### src/design/adcc_pkg.sv
package adcc_pkg;
   // register byte offsets
   localparam logic [7:0] CTRL_OFF    = 8'h00;  // control_reg
   localparam logic [7:0] MODE_OFF    = 8'h04;
   localparam logic [7:0] SEQ_OFF     = 8'h08;
   localparam logic [7:0] CHEN_OFF    = 8'h10;  // channel_enable_reg
   localparam logic [7:0] CHDIS_OFF   = 8'h14;
   localparam logic [7:0] CHSTAT_OFF  = 8'h18;
   localparam logic [7:0] LAST_OFF    = 8'h20;
   localparam logic [7:0] IEN_OFF     = 8'h24;
   localparam logic [7:0] IDIS_OFF    = 8'h28;
   localparam logic [7:0] IMASK_OFF   = 8'h2C;
   localparam logic [7:0] STAT_OFF    = 8'h30;
   localparam logic [7:0] TEMP_OFF    = 8'h34;  // temp_sensor_mode_reg
   localparam logic [7:0] EMR_OFF     = 8'h40;
   localparam logic [7:0] CWR_OFF     = 8'h44;
   localparam logic [7:0] RES_OFF     = 8'h50;  // channel_result_reg 0..7, one word each
   localparam logic [7:0] ACR_OFF     = 8'h94;  // analog_control_reg
   // control_reg fields
   localparam int unsigned CTRL_SWRST = 0;
   localparam int unsigned CTRL_START = 1;
   // mode fields
   localparam int unsigned MODE_TRGEN  = 0;
   localparam int unsigned MODE_TRGSEL = 1;  // 3 bits
   localparam int unsigned MODE_LOWRES = 4;
   localparam int unsigned MODE_SLEEP  = 5;
   localparam int unsigned MODE_ENH    = 6;  // 2 bits
   localparam int unsigned MODE_USEQ   = 8;
   // trigger select codes: timer outputs a0..a2, external pin
   localparam logic [2:0] TRG_EXT = 3'h3;
   // enhanced resolution codes
   localparam logic [1:0] ENH_OFF = 2'h0;
   localparam logic [1:0] ENH_11  = 2'h1;
   localparam logic [1:0] ENH_12  = 2'h2;
   // user sequence: six 3-bit slots on 4-bit pitch
   localparam int unsigned SEQ_SLOTS = 6;
   localparam int unsigned SEQ_PITCH = 4;
   // extended mode fields
   localparam int unsigned EMR_CMPMODE = 0;  // 2 bits
   localparam int unsigned EMR_CMPSEL  = 4;  // 3 bits
   localparam int unsigned EMR_CMPALL  = 9;
   localparam int unsigned EMR_TAG     = 24;
   localparam int unsigned CWR_HIGH    = 16;
   // comparison modes
   localparam logic [1:0] CMP_LOW  = 2'h0;
   localparam logic [1:0] CMP_HIGH = 2'h1;
   localparam logic [1:0] CMP_IN   = 2'h2;
   localparam logic [1:0] CMP_OUT  = 2'h3;
   // status / interrupt bit positions (0..7 are end of conversion)
   localparam int unsigned ST_DRDY  = 24;
   localparam int unsigned ST_GOVRE = 25;
   localparam int unsigned ST_COMPE = 26;
   // analog_control_reg and temp_sensor_mode_reg bits
   localparam int unsigned ACR_ON    = 0;
   localparam int unsigned ACR_FORCE = 1;
   localparam int unsigned TEMP_PWR  = 0;
   // internal channels and channels without wiring
   localparam logic [2:0] CH_BACKUP = 3'h6;
   localparam logic [2:0] CH_TEMP   = 3'h7;
   localparam logic [7:0] CH_UNWIRED = 8'h30;
   // analog cell start-up in sleep operation
   localparam int unsigned CLK_MHZ       = 100;
   localparam int unsigned STARTUP_US    = 20;
   localparam int unsigned STARTUP_CYC   = STARTUP_US * CLK_MHZ;
   localparam logic [7:0]  MODE_RST      = 8'h00;
   typedef enum logic [2:0] {
      ST_IDLE = 3'b000,
      ST_WAKE = 3'b001,
      ST_PICK = 3'b010,
      ST_CONV = 3'b011,
      ST_WAIT = 3'b100
   } adcc_state_t;
endpackage

### src/design/adcc_avg.sv
`timescale 1ns/100ps
// accumulates 1, 4 or 16 raw samples and delivers one scaled result
module adcc_avg (
   // clock and reset
   input  wire logic        clock,
   input  wire logic        reset,
   // control
   input  wire logic        clear,
   input  wire logic [1:0]  enh,
   // raw samples
   input  wire logic        sample_valid,
   input  wire logic [9:0]  sample,
   // results
   output logic             last,
   output logic             result_valid_r,
   output logic [11:0]      result_r
);
   logic [3:0]  cnt_r;
   logic [13:0] sum_r;
   logic [13:0] sum_nxt;

   // last sample of the group decides when a result leaves
   always_comb begin
      unique case (enh)
         adcc_pkg::ENH_11: last = (cnt_r == 4'h3);
         adcc_pkg::ENH_12: last = (cnt_r == 4'hF);
         default:          last = 1'b1;
      endcase
   end
   assign sum_nxt = sum_r + {4'h0, sample};

   // accumulator and sample counter
   always_ff @(posedge clock) begin
      if (reset || clear) begin
         cnt_r <= 4'h0;
         sum_r <= 14'h0000;
      end else if (sample_valid) begin
         cnt_r <= last ? 4'h0 : cnt_r + 4'h1;
         sum_r <= last ? 14'h0000 : sum_nxt;
      end
   end

   // scaled result: sum of 4 halved gives 11 bits, sum of 16 quartered gives 12
   always_ff @(posedge clock) begin
      if (reset) begin
         result_valid_r <= 1'b0;
         result_r       <= 12'h000;
      end else begin
         result_valid_r <= sample_valid && last && !clear;
         if (sample_valid && last) begin
            unique case (enh)
               adcc_pkg::ENH_11: result_r <= {1'b0, sum_nxt[11:1]};
               adcc_pkg::ENH_12: result_r <= sum_nxt[13:2];
               default:          result_r <= {2'h0, sample};
            endcase
         end
      end
   end
endmodule // adcc_avg

### src/design/adcc_cmp.sv
`timescale 1ns/100ps
// window comparison of one value against two thresholds
module adcc_cmp (
   // operands
   input  wire logic [11:0] value,
   input  wire logic [11:0] low,
   input  wire logic [11:0] high,
   input  wire logic [1:0]  mode,
   // verdict
   output logic             match
);
   always_comb begin
      unique case (mode)
         adcc_pkg::CMP_LOW:  match = (value < low);
         adcc_pkg::CMP_HIGH: match = (value > high);
         adcc_pkg::CMP_IN:   match = (value >= low) && (value <= high);
         default:            match = (value < low) || (value > high);
      endcase
   end
endmodule // adcc_cmp

### src/design/adcc_ctrl.sv
// Function
// - results are full 10-bit, or 8-bit when low resolution is selected; with 11- or 12-bit mode also set, the code ignores low resolution
// - low resolution keeps conversion timing exactly as at full resolution
// - low-resolution results are byte sized for byte-wide DMA transfers
// - every result goes to the common register and its channel register
// - 11-bit mode averages four samples, one result per four conversions
// - 12-bit mode averages sixteen samples, one result per sixteen conversions
// - channel 7 is routed to the internal temperature sensor
// - channel 6 is routed to the internal backup supply
// - two control bits choose external reference pin or internal reference
// - eight-way input multiplexer, each channel individually enabled or disabled
// - start by software, external trigger input or selected timer output
// - compare flags below low, above high, inside or outside the window
// - sleep: power up on trigger, convert enabled channels, power down
// - enabling a channel hands its shared line to the converter
// - configuration writes work with conversion clock gated off
// - one start converts all enabled channels, then the sequencer idles; user sequence runs slots 0..5, each gated by the enable of its slot number
// - reading a channel result register clears its done flag
//
// Our own choices: the register addresses and the APB register port.
`timescale 1ns/100ps
module adcc_ctrl (
   // clock and reset
   input  wire logic        clock,
   input  wire logic        reset,
   // apb slave
   input  wire logic        psel,
   input  wire logic        penable,
   input  wire logic        pwrite,
   input  wire logic [7:0]  paddr,
   input  wire logic [31:0] pwdata,
   output logic             pready,
   output logic             pslverr,
   output logic [31:0]      prdata,
   // conversion clock from the power manager is running
   input  wire logic        conv_clock_on,
   // triggers
   input  wire logic        external_trigger_input,
   input  wire logic [2:0]  timer_waveform_output_a,
   // analog cell and multiplexer
   output logic             cell_power,
   output logic             cell_start_r,
   output logic [2:0]       mux_sel_r,
   output logic             temp_path_r,
   output logic             backup_path_r,
   input  wire logic        cell_done,
   input  wire logic [9:0]  cell_data,
   // reference and sensor control
   output logic             internal_ref_on,
   output logic             internal_ref_force,
   output logic             temp_sensor_power,
   // shared pins handed to the converter
   output logic [3:0]       analog_inputs_sel,
   // peripheral_dma_channel request
   output logic             dma_req_r,
   output logic [15:0]      dma_data_r,
   output logic             dma_byte,
   // interrupt
   output logic             irq
);
   logic [31:0] mode_r, seq_r, emr_r, cwr_r, imask_r;
   logic [7:0]  chen_r, eoc_r;
   logic [1:0]  acr_r;
   logic        temp_r, drdy_r, govre_r, compe_r;
   logic [11:0] res_r [8];
   logic [11:0] last_r;
   logic [2:0]  last_ch_r;
   logic [31:0] status;
   logic        wr_en, rd_en;
   logic        start_req;
   logic [2:0]  ext_q_r;
   logic [2:0]  tio_q_r;
   logic        hw_edge;
   adcc_pkg::adcc_state_t state_r;
   logic [2:0]  idx_r;
   logic [2:0]  cur_ch;
   logic        cur_en, idx_end;
   logic        awake_r;
   logic [12:0] wake_cnt_r;
   logic        avg_last, avg_valid;
   logic [11:0] avg_res;
   logic [11:0] deliver;
   logic [11:0] cmp_val;
   logic        cmp_hit;
   logic        lowres, useq, sleep;
   logic [1:0]  enh;
   logic        rd_hit;
   logic [7:0]  res_off;

   // apb qualifiers: zero wait states, so pready stays high
   assign pready  = 1'b1;
   assign wr_en   = psel && penable && pwrite;
   assign rd_en   = psel && penable && !pwrite;
   assign lowres  = mode_r[adcc_pkg::MODE_LOWRES] && (enh == adcc_pkg::ENH_OFF);
   assign useq    = mode_r[adcc_pkg::MODE_USEQ];
   assign sleep   = mode_r[adcc_pkg::MODE_SLEEP];
   assign enh     = mode_r[adcc_pkg::MODE_ENH +: 2];

   // configuration registers, written on the bus clock without the conversion clock
   always_ff @(posedge clock) begin
      if (reset) begin
         mode_r  <= {24'h000000, adcc_pkg::MODE_RST};
         seq_r   <= 32'h00000000;
         emr_r   <= 32'h00000000;
         cwr_r   <= 32'h00000000;
         acr_r   <= 2'h0;
         temp_r  <= 1'b0;
         chen_r  <= 8'h00;
         imask_r <= 32'h00000000;
      end else if (wr_en) begin
         unique case (paddr)
            adcc_pkg::MODE_OFF:  mode_r <= pwdata;
            adcc_pkg::SEQ_OFF:   seq_r  <= pwdata;
            adcc_pkg::EMR_OFF:   emr_r  <= pwdata;
            adcc_pkg::CWR_OFF:   cwr_r  <= pwdata;
            adcc_pkg::ACR_OFF:   acr_r  <= pwdata[1:0];
            adcc_pkg::TEMP_OFF:  temp_r <= pwdata[adcc_pkg::TEMP_PWR];
            adcc_pkg::CHEN_OFF:  chen_r <= chen_r | pwdata[7:0];
            adcc_pkg::CHDIS_OFF: chen_r <= chen_r & ~pwdata[7:0];
            adcc_pkg::IEN_OFF:   imask_r <= imask_r | pwdata;
            adcc_pkg::IDIS_OFF:  imask_r <= imask_r & ~pwdata;
            default: ;
         endcase
      end
   end

   // reference selection and sensor power are plain register bits
   assign internal_ref_on    = acr_r[adcc_pkg::ACR_ON];
   assign internal_ref_force = acr_r[adcc_pkg::ACR_FORCE];
   assign temp_sensor_power  = temp_r;
   // an enabled channel owns its shared pin; no pin-function write needed
   assign analog_inputs_sel  = chen_r[3:0];

   // trigger sources: rising edges of pins, software start bit
   always_ff @(posedge clock) begin
      if (reset) begin
         ext_q_r <= 3'h0;
         tio_q_r <= 3'h0;
      end else begin
         ext_q_r <= {ext_q_r[1:0], external_trigger_input};
         tio_q_r <= timer_waveform_output_a;
      end
   end
   always_comb begin
      hw_edge = 1'b0;
      if (mode_r[adcc_pkg::MODE_TRGSEL +: 3] == adcc_pkg::TRG_EXT) begin
         hw_edge = ext_q_r[1] && !ext_q_r[2];
      end else if (mode_r[adcc_pkg::MODE_TRGSEL +: 3] < adcc_pkg::TRG_EXT) begin
         hw_edge = timer_waveform_output_a[mode_r[adcc_pkg::MODE_TRGSEL +: 2]]
                   && !tio_q_r[mode_r[adcc_pkg::MODE_TRGSEL +: 2]];
      end
   end
   assign start_req = (wr_en && paddr == adcc_pkg::CTRL_OFF && pwdata[adcc_pkg::CTRL_START])
                      || (mode_r[adcc_pkg::MODE_TRGEN] && hw_edge);

   // sequence slot: user order or plain ascending index
   always_comb begin
      if (useq) begin
         cur_ch  = seq_r[idx_r * adcc_pkg::SEQ_PITCH +: 3];
         cur_en  = chen_r[idx_r];
         idx_end = (idx_r == 3'(adcc_pkg::SEQ_SLOTS - 1));
      end else begin
         cur_ch  = idx_r;
         cur_en  = chen_r[idx_r];
         idx_end = (idx_r == 3'h7);
      end
   end

   // conversion sequencer; steps only while the conversion clock runs
   always_ff @(posedge clock) begin
      if (reset || (wr_en && paddr == adcc_pkg::CTRL_OFF && pwdata[adcc_pkg::CTRL_SWRST])) begin
         state_r      <= adcc_pkg::ST_IDLE;
         idx_r        <= 3'h0;
         awake_r      <= 1'b0;
         wake_cnt_r   <= 13'h0000;
         cell_start_r <= 1'b0;
         mux_sel_r    <= 3'h0;
      end else if (conv_clock_on) begin
         cell_start_r <= 1'b0;
         unique case (state_r)
            adcc_pkg::ST_IDLE: begin
               idx_r <= 3'h0;
               if (start_req && sleep && !awake_r) begin
                  awake_r    <= 1'b1;
                  wake_cnt_r <= 13'(adcc_pkg::STARTUP_CYC - 1);
                  state_r    <= adcc_pkg::ST_WAKE;
               end else if (start_req) begin
                  awake_r <= 1'b1;
                  state_r <= adcc_pkg::ST_PICK;
               end
            end
            adcc_pkg::ST_WAKE: begin
               // triggers while waking are ignored, the sequence is already owed
               if (wake_cnt_r == 13'h0000) begin
                  state_r <= adcc_pkg::ST_PICK;
               end else begin
                  wake_cnt_r <= wake_cnt_r - 13'h0001;
               end
            end
            adcc_pkg::ST_PICK: begin
               if (cur_en) begin
                  mux_sel_r <= cur_ch;
                  state_r   <= adcc_pkg::ST_CONV;
               end else if (idx_end) begin
                  awake_r <= 1'b0;
                  state_r <= adcc_pkg::ST_IDLE;
               end else begin
                  idx_r <= idx_r + 3'h1;
               end
            end
            adcc_pkg::ST_CONV: begin
               // same start pulse whatever the resolution
               cell_start_r <= 1'b1;
               state_r      <= adcc_pkg::ST_WAIT;
            end
            adcc_pkg::ST_WAIT: begin
               if (cell_done && !avg_last) begin
                  state_r <= adcc_pkg::ST_CONV;
               end else if (cell_done && idx_end) begin
                  awake_r <= 1'b0;
                  state_r <= adcc_pkg::ST_IDLE;
               end else if (cell_done) begin
                  idx_r   <= idx_r + 3'h1;
                  state_r <= adcc_pkg::ST_PICK;
               end
            end
            default: state_r <= adcc_pkg::ST_IDLE;
         endcase
      end
   end

   // cell is powered always, or only during a sequence in sleep operation
   assign cell_power = !sleep || awake_r;

   // internal lines follow the multiplexer select
   always_ff @(posedge clock) begin
      if (reset) begin
         temp_path_r   <= 1'b0;
         backup_path_r <= 1'b0;
      end else begin
         temp_path_r   <= (mux_sel_r == adcc_pkg::CH_TEMP);
         backup_path_r <= (mux_sel_r == adcc_pkg::CH_BACKUP);
      end
   end

   // averaging of consecutive samples for enhanced resolution
   adcc_avg u_avg (
      .clock        (clock),
      .reset        (reset),
      .clear        (state_r == adcc_pkg::ST_IDLE),
      .enh          (enh),
      .sample_valid (cell_done && state_r == adcc_pkg::ST_WAIT),
      .sample       (cell_data),
      .last         (avg_last),
      .result_valid_r (avg_valid),
      .result_r     (avg_res)
   );

   // low resolution keeps the top eight bits, upper bits read zero
   assign deliver = lowres ? {4'h0, avg_res[9:2]} : avg_res;
   // thresholds are always in full-resolution terms
   assign cmp_val = lowres ? {2'h0, avg_res[9:2], 2'h0} : avg_res;

   adcc_cmp u_cmp (
      .value (cmp_val),
      .low   (cwr_r[11:0]),
      .high  (cwr_r[adcc_pkg::CWR_HIGH +: 12]),
      .mode  (emr_r[adcc_pkg::EMR_CMPMODE +: 2]),
      .match (cmp_hit)
   );

   // result store: the channel being delivered is the current select
   always_ff @(posedge clock) begin
      if (reset) begin
         for (int i = 0; i < 8; i++) begin
            res_r[i] <= 12'h000;
         end
         last_r    <= 12'h000;
         last_ch_r <= 3'h0;
      end else if (avg_valid) begin
         res_r[mux_sel_r] <= deliver;
         last_r           <= deliver;
         last_ch_r        <= mux_sel_r;
      end
   end

   // sticky flags; a new event wins over a read that clears in the same cycle
   assign res_off = paddr - adcc_pkg::RES_OFF;  // addresses below the base wrap out of range
   assign rd_hit  = rd_en && (res_off < 8'h20);
   always_ff @(posedge clock) begin
      if (reset) begin
         eoc_r   <= 8'h00;
         drdy_r  <= 1'b0;
         govre_r <= 1'b0;
         compe_r <= 1'b0;
      end else begin
         for (int i = 0; i < 8; i++) begin
            if (avg_valid && mux_sel_r == 3'(i)) begin
               eoc_r[i] <= 1'b1;
            end else if (rd_hit && res_off[4:2] == 3'(i)) begin
               eoc_r[i] <= 1'b0;
            end
         end
         if (avg_valid) begin
            drdy_r <= 1'b1;
         end else if (rd_en && paddr == adcc_pkg::LAST_OFF) begin
            drdy_r <= 1'b0;
         end
         if (avg_valid && drdy_r) begin
            govre_r <= 1'b1;
         end else if (rd_en && paddr == adcc_pkg::STAT_OFF) begin
            govre_r <= 1'b0;
         end
         if (avg_valid && cmp_hit && (emr_r[adcc_pkg::EMR_CMPALL]
             || emr_r[adcc_pkg::EMR_CMPSEL +: 3] == mux_sel_r)) begin
            compe_r <= 1'b1;
         end else if (rd_en && paddr == adcc_pkg::STAT_OFF) begin
            compe_r <= 1'b0;
         end
      end
   end

   // dma request per delivered result, byte wide in low resolution
   always_ff @(posedge clock) begin
      if (reset) begin
         dma_req_r  <= 1'b0;
         dma_data_r <= 16'h0000;
      end else begin
         dma_req_r <= avg_valid;
         if (avg_valid) begin
            dma_data_r <= {4'h0, deliver};
         end
      end
   end
   assign dma_byte = lowres;

   // status word and interrupt line
   always_comb begin
      status = {5'h00, compe_r, govre_r, drdy_r, 16'h0000, eoc_r};
   end
   assign irq = |(status & imask_r);

   // read data registered in the setup phase, valid through the access phase
   always_ff @(posedge clock) begin
      if (reset) begin
         prdata  <= 32'h00000000;
         pslverr <= 1'b0;
      end else if (psel && !penable) begin
         pslverr <= 1'b0;
         prdata  <= 32'h00000000;
         unique case (paddr)
            adcc_pkg::CTRL_OFF, adcc_pkg::CHEN_OFF, adcc_pkg::CHDIS_OFF,
            adcc_pkg::IEN_OFF, adcc_pkg::IDIS_OFF: ;
            adcc_pkg::MODE_OFF:   prdata <= mode_r;
            adcc_pkg::SEQ_OFF:    prdata <= seq_r;
            adcc_pkg::EMR_OFF:    prdata <= emr_r;
            adcc_pkg::CWR_OFF:    prdata <= cwr_r;
            adcc_pkg::ACR_OFF:    prdata <= {30'h00000000, acr_r};
            adcc_pkg::TEMP_OFF:   prdata <= {31'h00000000, temp_r};
            adcc_pkg::CHSTAT_OFF: prdata <= {24'h000000, chen_r};
            adcc_pkg::IMASK_OFF:  prdata <= imask_r;
            adcc_pkg::STAT_OFF:   prdata <= status;
            adcc_pkg::LAST_OFF: begin
               prdata <= {16'h0000,
                          emr_r[adcc_pkg::EMR_TAG] ? {1'b0, last_ch_r} : 4'h0,
                          last_r};
            end
            default: begin
               if (res_off < 8'h20 && paddr[1:0] == 2'h0) begin
                  prdata <= {20'h00000, res_r[res_off[4:2]]};
               end else begin
                  pslverr <= 1'b1;
               end
            end
         endcase
      end
   end
endmodule // adcc_ctrl

### config.mk
export PLATFORM = sky130hd
export DESIGN_NAME = adcc_ctrl
export DESIGN_NICKNAME = d
export VERILOG_FILES = /design/src/design/adcc_pkg.sv /design/src/design/adcc_avg.sv /design/src/design/adcc_cmp.sv /design/src/design/adcc_ctrl.sv
export SDC_FILE = /design/constraint.sdc
export NUM_CORES = 1
export LEC_CHECK = 0
export ABC_AREA = 1
export BUFFER_PORTS_ARGS = -buffer_cell sky130_fd_sc_hd__buf_2
export CORE_AREA = 2 2 183 185
export CTS_CLUSTER_DIAMETER = 30
export DETAILED_ROUTE_END_ITERATION = 16
export DIE_AREA = 0 0 185 187
export PLACE_DENSITY = 0.77
export SYNTH_ARGS = -nofsm -noshare
export SYNTH_HDL_FRONTEND = slang
export SYNTH_SLANG_ARGS = --single-unit
### constraint.sdc
create_clock -name clock -period 6.79 [get_ports clock]
set_input_delay 0.3395 -clock clock [delete_from_list [all_inputs] [get_ports clock]]
set_output_delay 0.3395 -clock clock [all_outputs]
set_load 0.02 [all_outputs]
Word-level counts from Yosys, hierarchy flattened:

Memories as Yosys holds them, arrays and structs flattened.
Index checks and enable logic that the tools add are counted.

* add/sub/neg operators: 5
* order comparisons: 8
* equal/unequal tests: 55
* shifts and indexed selects: 1
* muxes and demuxes: 79
* bitwise operators: 7
* reductions and logical operators: 96

Operators with widths (number)
* 32-bit case mux with 11 select lines: 1
* 32-bit case mux with 2 select lines: 1
* 8-bit by 6-bit == test with 1-bit output, second input constant: 6
* 12-bit two-way mux: 4
* 3-bit two-way mux: 16
* 1-bit logical AND: 42
* 1-bit two-way mux: 42
* 3-bit == test, second input constant: 11
* 27-bit by 32-bit bitwise AND with 32-bit output: 1
* 32-bit bitwise AND: 1
* 32-bit inverter: 1
* 32-bit bitwise OR: 1
* 32-bit OR reduction: 1
* 32-bit by 6-bit indexed part select with 3-bit output: 1
* 2-bit nonzero test: 14
* 13-bit two-way mux: 2
* 13-bit case mux with 2 select lines: 1
* 8-bit by 5-bit == test with 1-bit output, second input constant: 3
* 12-bit case mux with 2 select lines: 1
* 3-bit by 2-bit == test with 1-bit output, second input constant: 7
* 2-bit inequality test, second input constant: 10
* 8-bit by 7-bit == test with 1-bit output, second input constant: 2
* 8-bit case mux with 2 select lines: 1
* 2-bit AND reduction: 8
* 49 further kinds: 73

* flip-flop bits (word level): 294
* bits in writable memories: 96
* output and inout port bits: 67
* word-level logic and storage cells: 290
* memories: 1

Memory list
* res_r: depth 8, width 12, read ports 1, clocked after memory_dff 0, wr ports 8, RTL line adcc_ctrl.sv:65 `logic [11:0] res_r [8];`

Logic depth before layout (Yosys ltp):

Gate-level depths: netlist of the first run.

* depth in word-level cells: 12
* mapped depth: 19
* gate-level depth less buffers: 18

By module:

Synthesis of the first run repeated with hierarchy kept, for this count alone.

* cells, all modules: 2802
* area total of the unflattened synthesis: 19980.4 um2

Modules (own cells, without submodules)
* adcc_ctrl: instances 1, cells an instance 2344, area an instance 17107.7 um2
* adcc_avg: instances 1, cells an instance 332, area an instance 2100.8 um2
* adcc_cmp: instances 1, cells an instance 126, area an instance 772.0 um2

Least setup slack after synthesis of the first run:

No wires, ideal clock.

* path kind: register to register
* start point: reg mode_r[6]
* end point: reg compe_r
* library setup time: 0.113 ns
* data arrival time: 2.206 ns
* setup slack: 4.472 ns
* cell stages (with the launch flop): 16
* period minus slack after synthesis: 2.318 ns
* cells stage by stage: dfxtp_1 > inv_1 > ha_1 > nand2_1 > clkbuf_1 > nand2_1 > inv_1 > ha_1 > a21boi_0 > nand3_1 > nand3_1 > nand3_1 > nand2_1 > inv_1 > nand2_1 > nand2_1

* longest elaborated chain between the ends: 9
* elaborated cells on any way between the ends: 14

RTL lines
* from (decl): RTL line adcc_ctrl.sv:61 `logic [31:0] mode_r, seq_r, emr_r, cwr_r, imask_r;`
* from (signal assigned): RTL line adcc_ctrl.sv:102 `mode_r <= {24'h000000, adcc_pkg::MODE_RST};`
* from (signal assigned): RTL line adcc_ctrl.sv:112 `adcc_pkg::MODE_OFF: mode_r <= pwdata;`
* 2-bit logical NOT (*): RTL line adcc_ctrl.sv:94 `assign lowres = mode_r[adcc_pkg::MODE_LOWRES] && (enh == adcc_pkg::ENH_OFF);`
* 1-bit logical AND (*): RTL line adcc_ctrl.sv:94
* 12-bit two-way mux (*): RTL line adcc_ctrl.sv:262 `assign cmp_val = lowres ? {2'h0, avg_res[9:2], 2'h0} : avg_res;`
* named net cmp_val[11]: RTL line adcc_ctrl.sv:83 `logic [11:0] cmp_val;`
* 12-bit less-than comparator (tied with other cells): RTL line adcc_cmp.sv:14, adcc_cmp.sv:17
* 1-bit logical OR / 1-bit logical AND (equally long branches): RTL line adcc_cmp.sv:17, adcc_cmp.sv:16
* 1-bit case mux with 3 select lines (*): RTL line adcc_cmp.sv:13 `unique case (mode)`
* 1-bit logical AND (*) (2 in series): RTL line adcc_ctrl.sv:314 `if (avg_valid && cmp_hit && (emr_r[adcc_pkg::EMR_CMPALL]`
* 1-bit two-way mux / 2-bit nonzero test (equally long branches)
* to (signal assigned): RTL line adcc_ctrl.sv:295 `compe_r <= 1'b0;`
* to (signal assigned): RTL line adcc_ctrl.sv:316 `compe_r <= 1'b1;`
* to (signal assigned): RTL line adcc_ctrl.sv:318 `compe_r <= 1'b0;`
* to (decl): RTL line adcc_ctrl.sv:64 `logic temp_r, drdy_r, govre_r, compe_r;`

The timed path passes the listed nets; every way through them passes the cells marked *.
A chain may end at the register's enable or synchronous reset.

Worst setup path in the final report of the first run:

* start point: in paddr[4]
* end point: reg prdata[5]

* longest elaborated chain between the ends: 5
* elaborated cells on any way between the ends: 22

RTL lines
* from (decl): RTL line adcc_ctrl.sv:30 `input wire logic [7:0] paddr,`
* 8-bit by 7-bit subtractor with 8-bit output: RTL line adcc_ctrl.sv:288 `assign res_off = paddr - adcc_pkg::RES_OFF;`
* 8-bit by 6-bit less-than comparator with 1-bit output: RTL line adcc_ctrl.sv:369 `if (res_off < 8'h20 && paddr[1:0] == 2'h0) begin`
* 1-bit logical AND: RTL line adcc_ctrl.sv:369
* 12-bit two-way mux: RTL line adcc_ctrl.sv:369
* 32-bit case mux with 11 select lines (*): RTL line adcc_ctrl.sv:351 `unique case (paddr)`
* to (signal assigned): RTL line adcc_ctrl.sv:354 `adcc_pkg::MODE_OFF: prdata <= mode_r;`
* to (signal assigned): RTL line adcc_ctrl.sv:355 `adcc_pkg::SEQ_OFF: prdata <= seq_r;`
* to (signal assigned): RTL line adcc_ctrl.sv:370 `prdata <= {20'h00000, res_r[res_off[4:2]]};`
* to (decl): RTL line adcc_ctrl.sv:34 `output logic [31:0] prdata,`

Mark *: on every way between the ends. The rest lies on a longest branch, timed or not.

==> parameters.txt, run 1 <==
Parameter                              Value

Timing
  Final hold violation count    0
  Share of the clock period used by the worst path    44.8%
  Total of endpoints with negative setup slack in the final report    0
  Final max-slew violation count    0
  Max Freq    0.329 GHz
  Total Negative Setup Slacks    0 ns
  Max_slew headroom    25.0%
  Setup Skew    0.0276 ns
  Slew of the pin with the lowest slew margin    1.12 ns
  Unrepaired setup endpoints after global routing    no
  Minimum period implied by the final worst setup slack    3.04 ns

Pwr
  Static leakage    9.48 nW
  Share of total power in the clock network    62.0%
  NetSw    1.58 mW
  Comb pwr share    3.4%
  Sw Share    22.6%
  Part of the total power dissipated in sequential elements    34.6%
  Power density of the placed cells    306 nW/um2
  Internal Pwr Total    5.41 mW
  Power after layout    6.99 mW
  Max rail drop VDD    205 uV

Critical path
  Cell family contributing the most delay on the critical path    simple AND/OR/NAND/NOR gates
  Max FO, Critical Path    25
  Endpoint of the worst-slack reg-to-reg timing path    compe_r
  Required time worst endpoint    7.30 ns
  Cell with the largest stage delay on the worst path    sky130_fd_sc_hd__nand2_1
  Worst endpoint data arrival time    3.56 ns
  Maximum cell stage delay along the critical path    0.63 ns
  Launch point of the worst reg-to-reg path    mode_r[7]
  Class of the most critical setup path    in -> reg
  Combined buffer and inverter count along the critical path    3
  Count of cells along the worst register-to-register path    15
  CP endpoint kind    flop
  Flop2flop setup slack    3.81 ns
  Sequence of cells on the critical path    buf_2 -> inv_1 -> ha_1 -> nand3_1 -> inv_1 -> nand2_1 -> nand3_1 -> nor2_2 -> nand2_1 -> nand2_1 -> nand3_1 -> a21oi_1
  Worst setup SP type    input pin

Global route
  Largest net degree at the start of global routing    90
  Global route overflow    0
  Vias in the first global route    17500
  Antenna violations before repair    1
  Tot GR Track Use    35.9%
  First-pass GRT wire length    96600 um

Synth
  Synthesized instance count    2604
  Count of different cell masters after synthesis    50
  Most numerous cell types in the synthesized netlist    571 x sky130_fd_sc_hd__nand2_1, 333 x sky130_fd_sc_hd__nor2_1, 294 x sky130_fd_sc_hd__dfxtp_1, 274 x sky130_fd_sc_hd__a21oi_1, 265 x sky130_fd_sc_hd__inv_1
  Area share of the largest cell type after synthesis    30.9%
  Leading register cell type out of synthesis    sky130_fd_sc_hd__dfxtp_1
  Cell types occupying the most area after synthesis    sky130_fd_sc_hd__dfxtp_1 31%, sky130_fd_sc_hd__edfxtp_1 15%, sky130_fd_sc_hd__nand2_1 11%, sky130_fd_sc_hd__a21oi_1 7.2%, sky130_fd_sc_hd__nor2_1 6.6%
  Synthesized area per cell    7.30 um2
  Total standard cell area after synthesis    19000 um2
  Top cell type by total area after synthesis    sky130_fd_sc_hd__dfxtp_1
  Number of enable flip-flop cells after synthesis    96
  Most common cell in the netlist    sky130_fd_sc_hd__nand2_1
  Synth Register Bits    390
  Number of warnings reported in the yosys synthesis log    0
  Share of synthesized flip-flops with an asynchronous set or reset    0%
  Post-synthesis sequential area ratio    46.1%

Place
  Area after detailed placement    19800 um2
  Placer congestion estimate    0.968
  Number of buffers inserted by port buffering    122
  HPWL Detailed    42500 um

Floorplan
  Starting Density    57.9%
  Area of the core    32900 um2
  Standard-cell rows    67
  Chip Height    187 um
  Die outline width    185 um
  Ports    128
  Total Die Area    34600 um2

Clocking
  Count of H-tree levels built during CTS    3
  Skew-Pair Late Insertion Delay    0.61 ns
  Deepest clock path buffer count    3
  Number of gates resized after CTS    0
  Root Buffer Master    sky130_fd_sc_hd__clkbuf_16
  Clock tree sinks    390
  Clock transition time at the flip-flop clock pins of the worst setup and hold paths    0.05 ns
  Number of CTS-inserted buffers    84
  CTS tree    yes

Layout
  Number of nets in the layout    2802
  Area added between synthesis and finish    20.1%
  Ratio of cells with drive above 1 in the final layout    12.2%
  Fill count    2721
  Fin area    22800 um2
  Antenna diode instance count    0

Detailed routing
  Detail Route Antenna Nets    0
  Via Count    18800
  Total DRC errors in the routed layout    0
  Count of TritonRoute iterations in the first routing pass    6
  Number of violations reported at the end of detailed-routing iteration 0    2470
  Wirelength, routed    62900 um
  Via density per instance    5.83
  Wire per inst    19.6 um

Job
  Number of maximum-capacitance violations    0

Min path
  Sink of the worst hold path    emr_r[31]
  Hold Path Depth    3
  Class of the tightest hold or removal check    in -> reg
  Hold path start    pwdata[31]

Run status
  Result of the run    finished clean
[worst max-delay path by stage]
stage               depth (start not counted)  startpoint    endpoint  slack (ns)
global route                               12    paddr[4]   prdata[5]        3.43
floorplan                                  15   mode_r[6]     compe_r        4.47
CTS                                        12    paddr[4]   prdata[9]        3.82
detailed placement                         12    paddr[4]   prdata[9]        3.20
finish                                     12    paddr[4]   prdata[5]        3.75
global placement                           12    paddr[4]  prdata[10]        3.27
[metal layers]
| layer | track usage [%] | vias to the layer above | routed length (um) |
|---|---|---|---|
| met1 | 48.4 | 8802 | 25600 |
| met3 | 7.61 | 192 | 6640 |
| li1 | - | 8766 | - |
| met4 | 17.4 | 2 | 2990 |
| met5 | 0 | - | 18 |
| met2 | 54.9 | 1004 | 27700 |
[placed cells by master, fill, tap and decap left out, drive strengths merged, types with 7 or more instances in the layout]
cell type  Yosys  final
edfxtp        96     96
bufinv         0     13
o211ai        26     26
o22ai         11     11
dfxtp        294    294
inv          272    279
nand2        581    581
xor2           8      8
or2           17     17
o31ai         11     11
nand4         47     47
nor2         346    346
clkinvlp       0     11
o21ai        244    244
clkinv         3     21
ha            42     42
nand3        139    139
nor3          16     16
clkbuf        99    108
xnor2          7      7
buf           33    133
nand3b         8      8
a21oi        274    274
[worst reg2reg max path: stages, from the launching register on]
cell and delay, ns:
sky130_fd_sc_hd__dfxtp_1 0.40, sky130_fd_sc_hd__inv_1 0.10, sky130_fd_sc_hd__ha_1 0.18, sky130_fd_sc_hd__nand2_1 0.39, sky130_fd_sc_hd__nand2_1 0.50, sky130_fd_sc_hd__inv_1 0.21, sky130_fd_sc_hd__ha_1 0.25, sky130_fd_sc_hd__a21boi_0 0.16
sky130_fd_sc_hd__nand3_1 0.15, sky130_fd_sc_hd__nand3_1 0.09, sky130_fd_sc_hd__nand2_1 0.10, sky130_fd_sc_hd__nand2_1 0.07, sky130_fd_sc_hd__nand2_1 0.06, sky130_fd_sc_hd__nand2_1 0.05, sky130_fd_sc_hd__nand2_1 0.10, sky130_fd_sc_hd__nand2_1 0.06
[metrics by stage]
step	util, %	instances	hold WS [ns]	setup WS, ns
6_report	69.5	3217	0.0334	3.75
5_1_grt	69.5	3217	0.0547	3.43
4_1_cts	69.5	3217	0.0240	3.82
3_5_place_dp	60.1	3056	0.413	3.20
3_3_place_gp	60.1	3056	0.411	3.27
2_1_floorplan	-	2607	0.388	4.47
[repair_timing]
item	4_1_cts	5_1_grt
hold buffers	4	0
endpoints found under the hold margin	4	0
setup buffers	0	0
[power groups by stage]
stage / combinational, mW / sequential (mW) / clock (mW)
2_1_floorplan: 0.140 / 2.46 / 0
3_3_place_gp: 0.225 / 2.46 / 0
3_5_place_dp: 0.228 / 2.46 / 0
4_1_cts: 0.232 / 2.42 / 4.34
5_1_grt: 0.258 / 2.42 / 4.47
6_report: 0.239 / 2.42 / 4.34
[final cells by class]
cell class | count | area (um2) | area share (%)
Clock buffer | 108 | 2340 | 10.3
Clock inverter | 49 | 699 | 3.06
Inverter | 275 | 1030 | 4.53
Multi-Input combinational cell | 1810 | 8690 | 38.1
Sequential cell | 390 | 8770 | 38.4
Tap cell | 448 | 561 | 2.45
Timing Repair Buffer | 137 | 736 | 3.22
[cells by family after synthesis]
| kind of cell | share of synthesized area, % |
|---|---|
| and+or+nand+nor | 25.4 |
| AOI/OAI and AO/OA | 16.3 |
| buffers and inverters | 8.42 |
| DFF | 46.1 |
| adders and majority gates | 2.87 |
| xor gates and xnor gates | 0.691 |
| other | 0.0395 |
| muxes | 0.105 |
(Power assumes the default switching activity.)
==> inputs of run 2 (changes only) <==
--- a/config.mk
+++ b/config.mk
@@ -5,13 +5,13 @@
 export SDC_FILE = /design/constraint.sdc
 export NUM_CORES = 1
 export LEC_CHECK = 0
-export ABC_AREA = 1
+export ABC_AREA = 0
 export BUFFER_PORTS_ARGS = -buffer_cell sky130_fd_sc_hd__buf_2
-export CORE_AREA = 2 2 183 185
+export CORE_AREA = 2 2 180 182
 export CTS_CLUSTER_DIAMETER = 30
 export DETAILED_ROUTE_END_ITERATION = 16
-export DIE_AREA = 0 0 185 187
-export PLACE_DENSITY = 0.77
+export DIE_AREA = 0 0 182 184
+export PLACE_DENSITY = 0.78
 export SYNTH_ARGS = -nofsm -noshare
 export SYNTH_HDL_FRONTEND = slang
 export SYNTH_SLANG_ARGS = --single-unit
==> constraint.sdc (replaced) <==
create_clock -name clock -period 2.8 [get_ports clock]
set_input_delay 0.14 -clock clock [delete_from_list [all_inputs] [get_ports clock]]
set_output_delay 0.14 -clock clock [all_outputs]
set_load 0.02 [all_outputs]
==> run 2 against run 1 <==
  * The flow now finishes with violations (negative hold slack)
  * Sequential power increased by 140%
  * Combinational power grew to 2.9 times the previous value
  * Worst hold slack lost 0.040 ns
  * Clock skew is 0.0014 ns lower
  * Synthesized cell count fell by 22%
  * First-iteration DRC count shrank 4.7%
  * Clock power rose by 120%
  * Critical path depth shrank 4
  * Sequential cell count is the same
  * Via count shrank 7.9%
  * Design area decreased by 0.41%
  * Sequential share of layout area grew 0.16 points
==> parameters.txt, run 2 <==
Parameter                              Value

Layout
  Commonest cells after routing, fill and taps aside    383 x sky130_fd_sc_hd__nand2_1, 294 x sky130_fd_sc_hd__dfxtp_1, 249 x sky130_fd_sc_hd__a21oi_1
  Fill count    2300 (-15%)
  Most common cell after layout, fill and taps aside    sky130_fd_sc_hd__nand2_1
  Antenna diode instance count    0 (unchanged)
  Area taken by flip-flops and latches    8770 um2 (unchanged)
  Ratio of cells with drive above 1 in the final layout    18.4% (+6.3 points)
  Number of nets in the layout    2320 (-17%)
  Area of the multi-input gates    8810 um2 (+1.4%)
  Area added between synthesis and finish    23.4%

Critical path
  Worst setup SP type    flop
  Class of the most critical setup path    reg -> reg
  Max FO, Critical Path    6 (-76%)
  Required time worst endpoint    3.32 ns (-3.98 ns)
  CP endpoint kind    flop
  Worst endpoint data arrival time    3.00 ns (-0.56 ns)

Floorplan
  Total Die Area    33500 um2 (-3.2%)
  Chip Height    184 um (-1.6%)
  Standard-cell rows    65 (-3.0%)
  Area of the core    31400 um2 (-4.5%)
  Ports    128 (unchanged)
  Starting Density    58.7% (+0.81 points)
  Die outline width    182 um (-1.6%)

Detailed routing
  Via Count    17300 (-7.9%)
  Number of violations reported at the end of detailed-routing iteration 0    2353 (-4.7%)
  Wire per inst    23.4 um (+20%)
  Wirelength, routed    62700 um (-0.30%)
  Via density per instance    6.45 (+11%)
  Detail Route Antenna Nets    0 (unchanged)
  Total DRC errors in the routed layout    0 (unchanged)
  Count of TritonRoute iterations in the first routing pass    6 (unchanged)

Clocking
  CTS tree    yes
  Total setup buffers inserted after CTS    0 (unchanged)
  Root Buffer Master    sky130_fd_sc_hd__clkbuf_16
  Clock tree sinks    390 (unchanged)
  Clock transition time at the flip-flop clock pins of the worst setup and hold paths    0.06 ns (about the same)
  Deepest clock path buffer count    3 (unchanged)
  Number of gates resized after CTS    0 (unchanged)
  Number of CTS-inserted buffers    78 (-7.1%)
  Count of H-tree levels built during CTS    3 (unchanged)
  Skew-Pair Late Insertion Delay    0.58 ns (-0.03 ns)
  Post-CTS Hold Buffers    44 (+40)

Timing
  Slew of the pin with the lowest slew margin    1.13 ns (+0.00990 ns)
  Crit path setup slack, layout    0.316 ns (-3.43 ns)
  Final max-slew violation count    0 (unchanged)
  Max Freq    0.403 GHz
  Max_slew headroom    24.6% (-0.38 points)
  Setup Skew    0.0262 ns (-0.00145 ns)
  Minimum period implied by the final worst setup slack    2.48 ns
  Unrepaired setup endpoints after global routing    no
  Share of the clock period used by the worst path    88.7%
  Worst hold margin    -0.00703 ns (-0.0404 ns)
  Total Negative Setup Slacks    0 ns (unchanged)
  Final hold violation count    1 (+1)
  Total of endpoints with negative setup slack in the final report    0 (unchanged)

Min path
  Class of the tightest hold or removal check    in -> reg

Pwr
  Static leakage    8.11 nW (-14%)
  Max rail drop VDD    539 uV (+160%)
  Power density of the placed cells    707 nW/um2 (+130%)

Synth
  Share of synthesized flip-flops with an asynchronous set or reset    0% (unchanged)
  Most common cell in the netlist    sky130_fd_sc_hd__nand2_1
  Top cell type by total area after synthesis    sky130_fd_sc_hd__dfxtp_1
  Synthesized instance count    2035 (-22%)
  Leading register cell type out of synthesis    sky130_fd_sc_hd__dfxtp_1
  Number of enable flip-flop cells after synthesis    96 (unchanged)
  Synthesized area per cell    9.05 um2 (+24%)
  Synth Register Bits    390 (unchanged)
  Area share of the largest cell type after synthesis    31.9% (+1.0 points)
  Total standard cell area after synthesis    18400 um2 (-3.1%)
  Most numerous cell types in the synthesized netlist    383 x sky130_fd_sc_hd__nand2_1, 294 x sky130_fd_sc_hd__dfxtp_1, 249 x sky130_fd_sc_hd__a21oi_1, 174 x sky130_fd_sc_hd__nor2_1, 106 x sky130_fd_sc_hd__clkbuf_1
  Post-synthesis sequential area ratio    47.6% (+1.5 points)
  Number of warnings reported in the yosys synthesis log    0 (unchanged)
  Count of different cell masters after synthesis    86 (+72%)
  Cell types occupying the most area after synthesis    sky130_fd_sc_hd__dfxtp_1 32%, sky130_fd_sc_hd__edfxtp_1 16%, sky130_fd_sc_hd__nand2_1 7.8%, sky130_fd_sc_hd__a21oi_1 6.8%, sky130_fd_sc_hd__mux4_2 4.0%

Job
  Number of maximum-capacitance violations    0 (unchanged)

Place
  Number of buffers inserted by port buffering    122 (unchanged)
  Setup slack after placement    0.283 ns (-2.92 ns)
  Placer congestion estimate    1.01 (+4.8%)
  HPWL Detailed    42300 um (-0.39%)

Global route
  Tot GR Track Use    37.4% (+1.5 points)
  Vias in the first global route    17000 (-3.1%)
  First-pass GRT wire length    96700 um (+0.11%)
  Global route overflow    0 (unchanged)
  Largest net degree at the start of global routing    221 (+150%)
  Antenna violations before repair    0 (-1)

Run status
  Result of the run    complete, but fails checks
  Violations in the final reports    negative hold slack
-- run 2: power by group --
part | switching (mW) | internal (mW)
Sequential | 0.0352 | 5.87
Combinational | 0.453 | 0.235
Clock | 3.21 | 6.28
Total | 3.69 | 12.4
-- run 2: worst paths after layout --
kind               from         end  slack, ns  cells past startpoint
max reg2reg   mode_r[6]    idx_r[2]       0.32                      8
min               reset   dma_req_r     -0.007                      4
min reg2reg  ext_q_r[0]  ext_q_r[1]       0.43                      1
max           mode_r[6]    idx_r[2]       0.32                      8
-- run 2: per-layer routing --
layer / share of wire, % / up-vias / global-route usage [%]
met1: 38 / 8271 / 47.8
met3: 12 / 202 / 10.1
met4: 4.6 / 0 / 17.2
met2: 45 / 1097 / 59.5
met5: 0 / - / 0
li1: - / 7722 / -
-- run 2: layout make-up --
cell class / instances / share of cell area [%]
flip-flops and latches: 390 / 38.6
well taps: 402 / 2.21
inverters: 45 / 0.743
clock inverters: 49 / 2.55
repair buffers: 254 / 7.72
clock buffers: 94 / 9.49
multi-input cells: 1447 / 38.7
-- run 2: critical path, cell delays in order (launching register included) --
cell	delay, ns
sky130_fd_sc_hd__dfxtp_1	0.37
sky130_fd_sc_hd__inv_1	0.08
sky130_fd_sc_hd__ha_1	0.23
sky130_fd_sc_hd__nor3_2	0.13
sky130_fd_sc_hd__o21ai_2	0.07
sky130_fd_sc_hd__a2111oi_1	0.59
sky130_fd_sc_hd__o32ai_1	0.28
sky130_fd_sc_hd__or4_1	0.52
sky130_fd_sc_hd__a21oi_1	0.14
-- run 2: cell families (layout without fill, tap and decap cells) --
group | count (synthesis) | after routing | share of synthesized area [%]
flops | 390 | 390 | 47.6
fa+ha+maj | 43 | 43 | 2.96
simple gates | 738 | 738 | 17.6
compound gates | 581 | 581 | 20.6
mux | 55 | 55 | 5.23
buf+inv | 201 | 442 | 4.82
other cells | 2 | 5 | 0.0408
xor+xnor | 25 | 25 | 1.19
-- run 2: per-stage QoR --
step                area [um2]  utilization [%]  std cells  power (mW)
floorplan                18400                -       2038        6.38
global placement         19600             62.3       2494        6.61
detailed placement       19600             62.3       2494        6.62
CTS                      22700             72.4       2681        16.1
global route             22700             72.4       2681        16.4
finish                   22700             72.4       2681        16.1
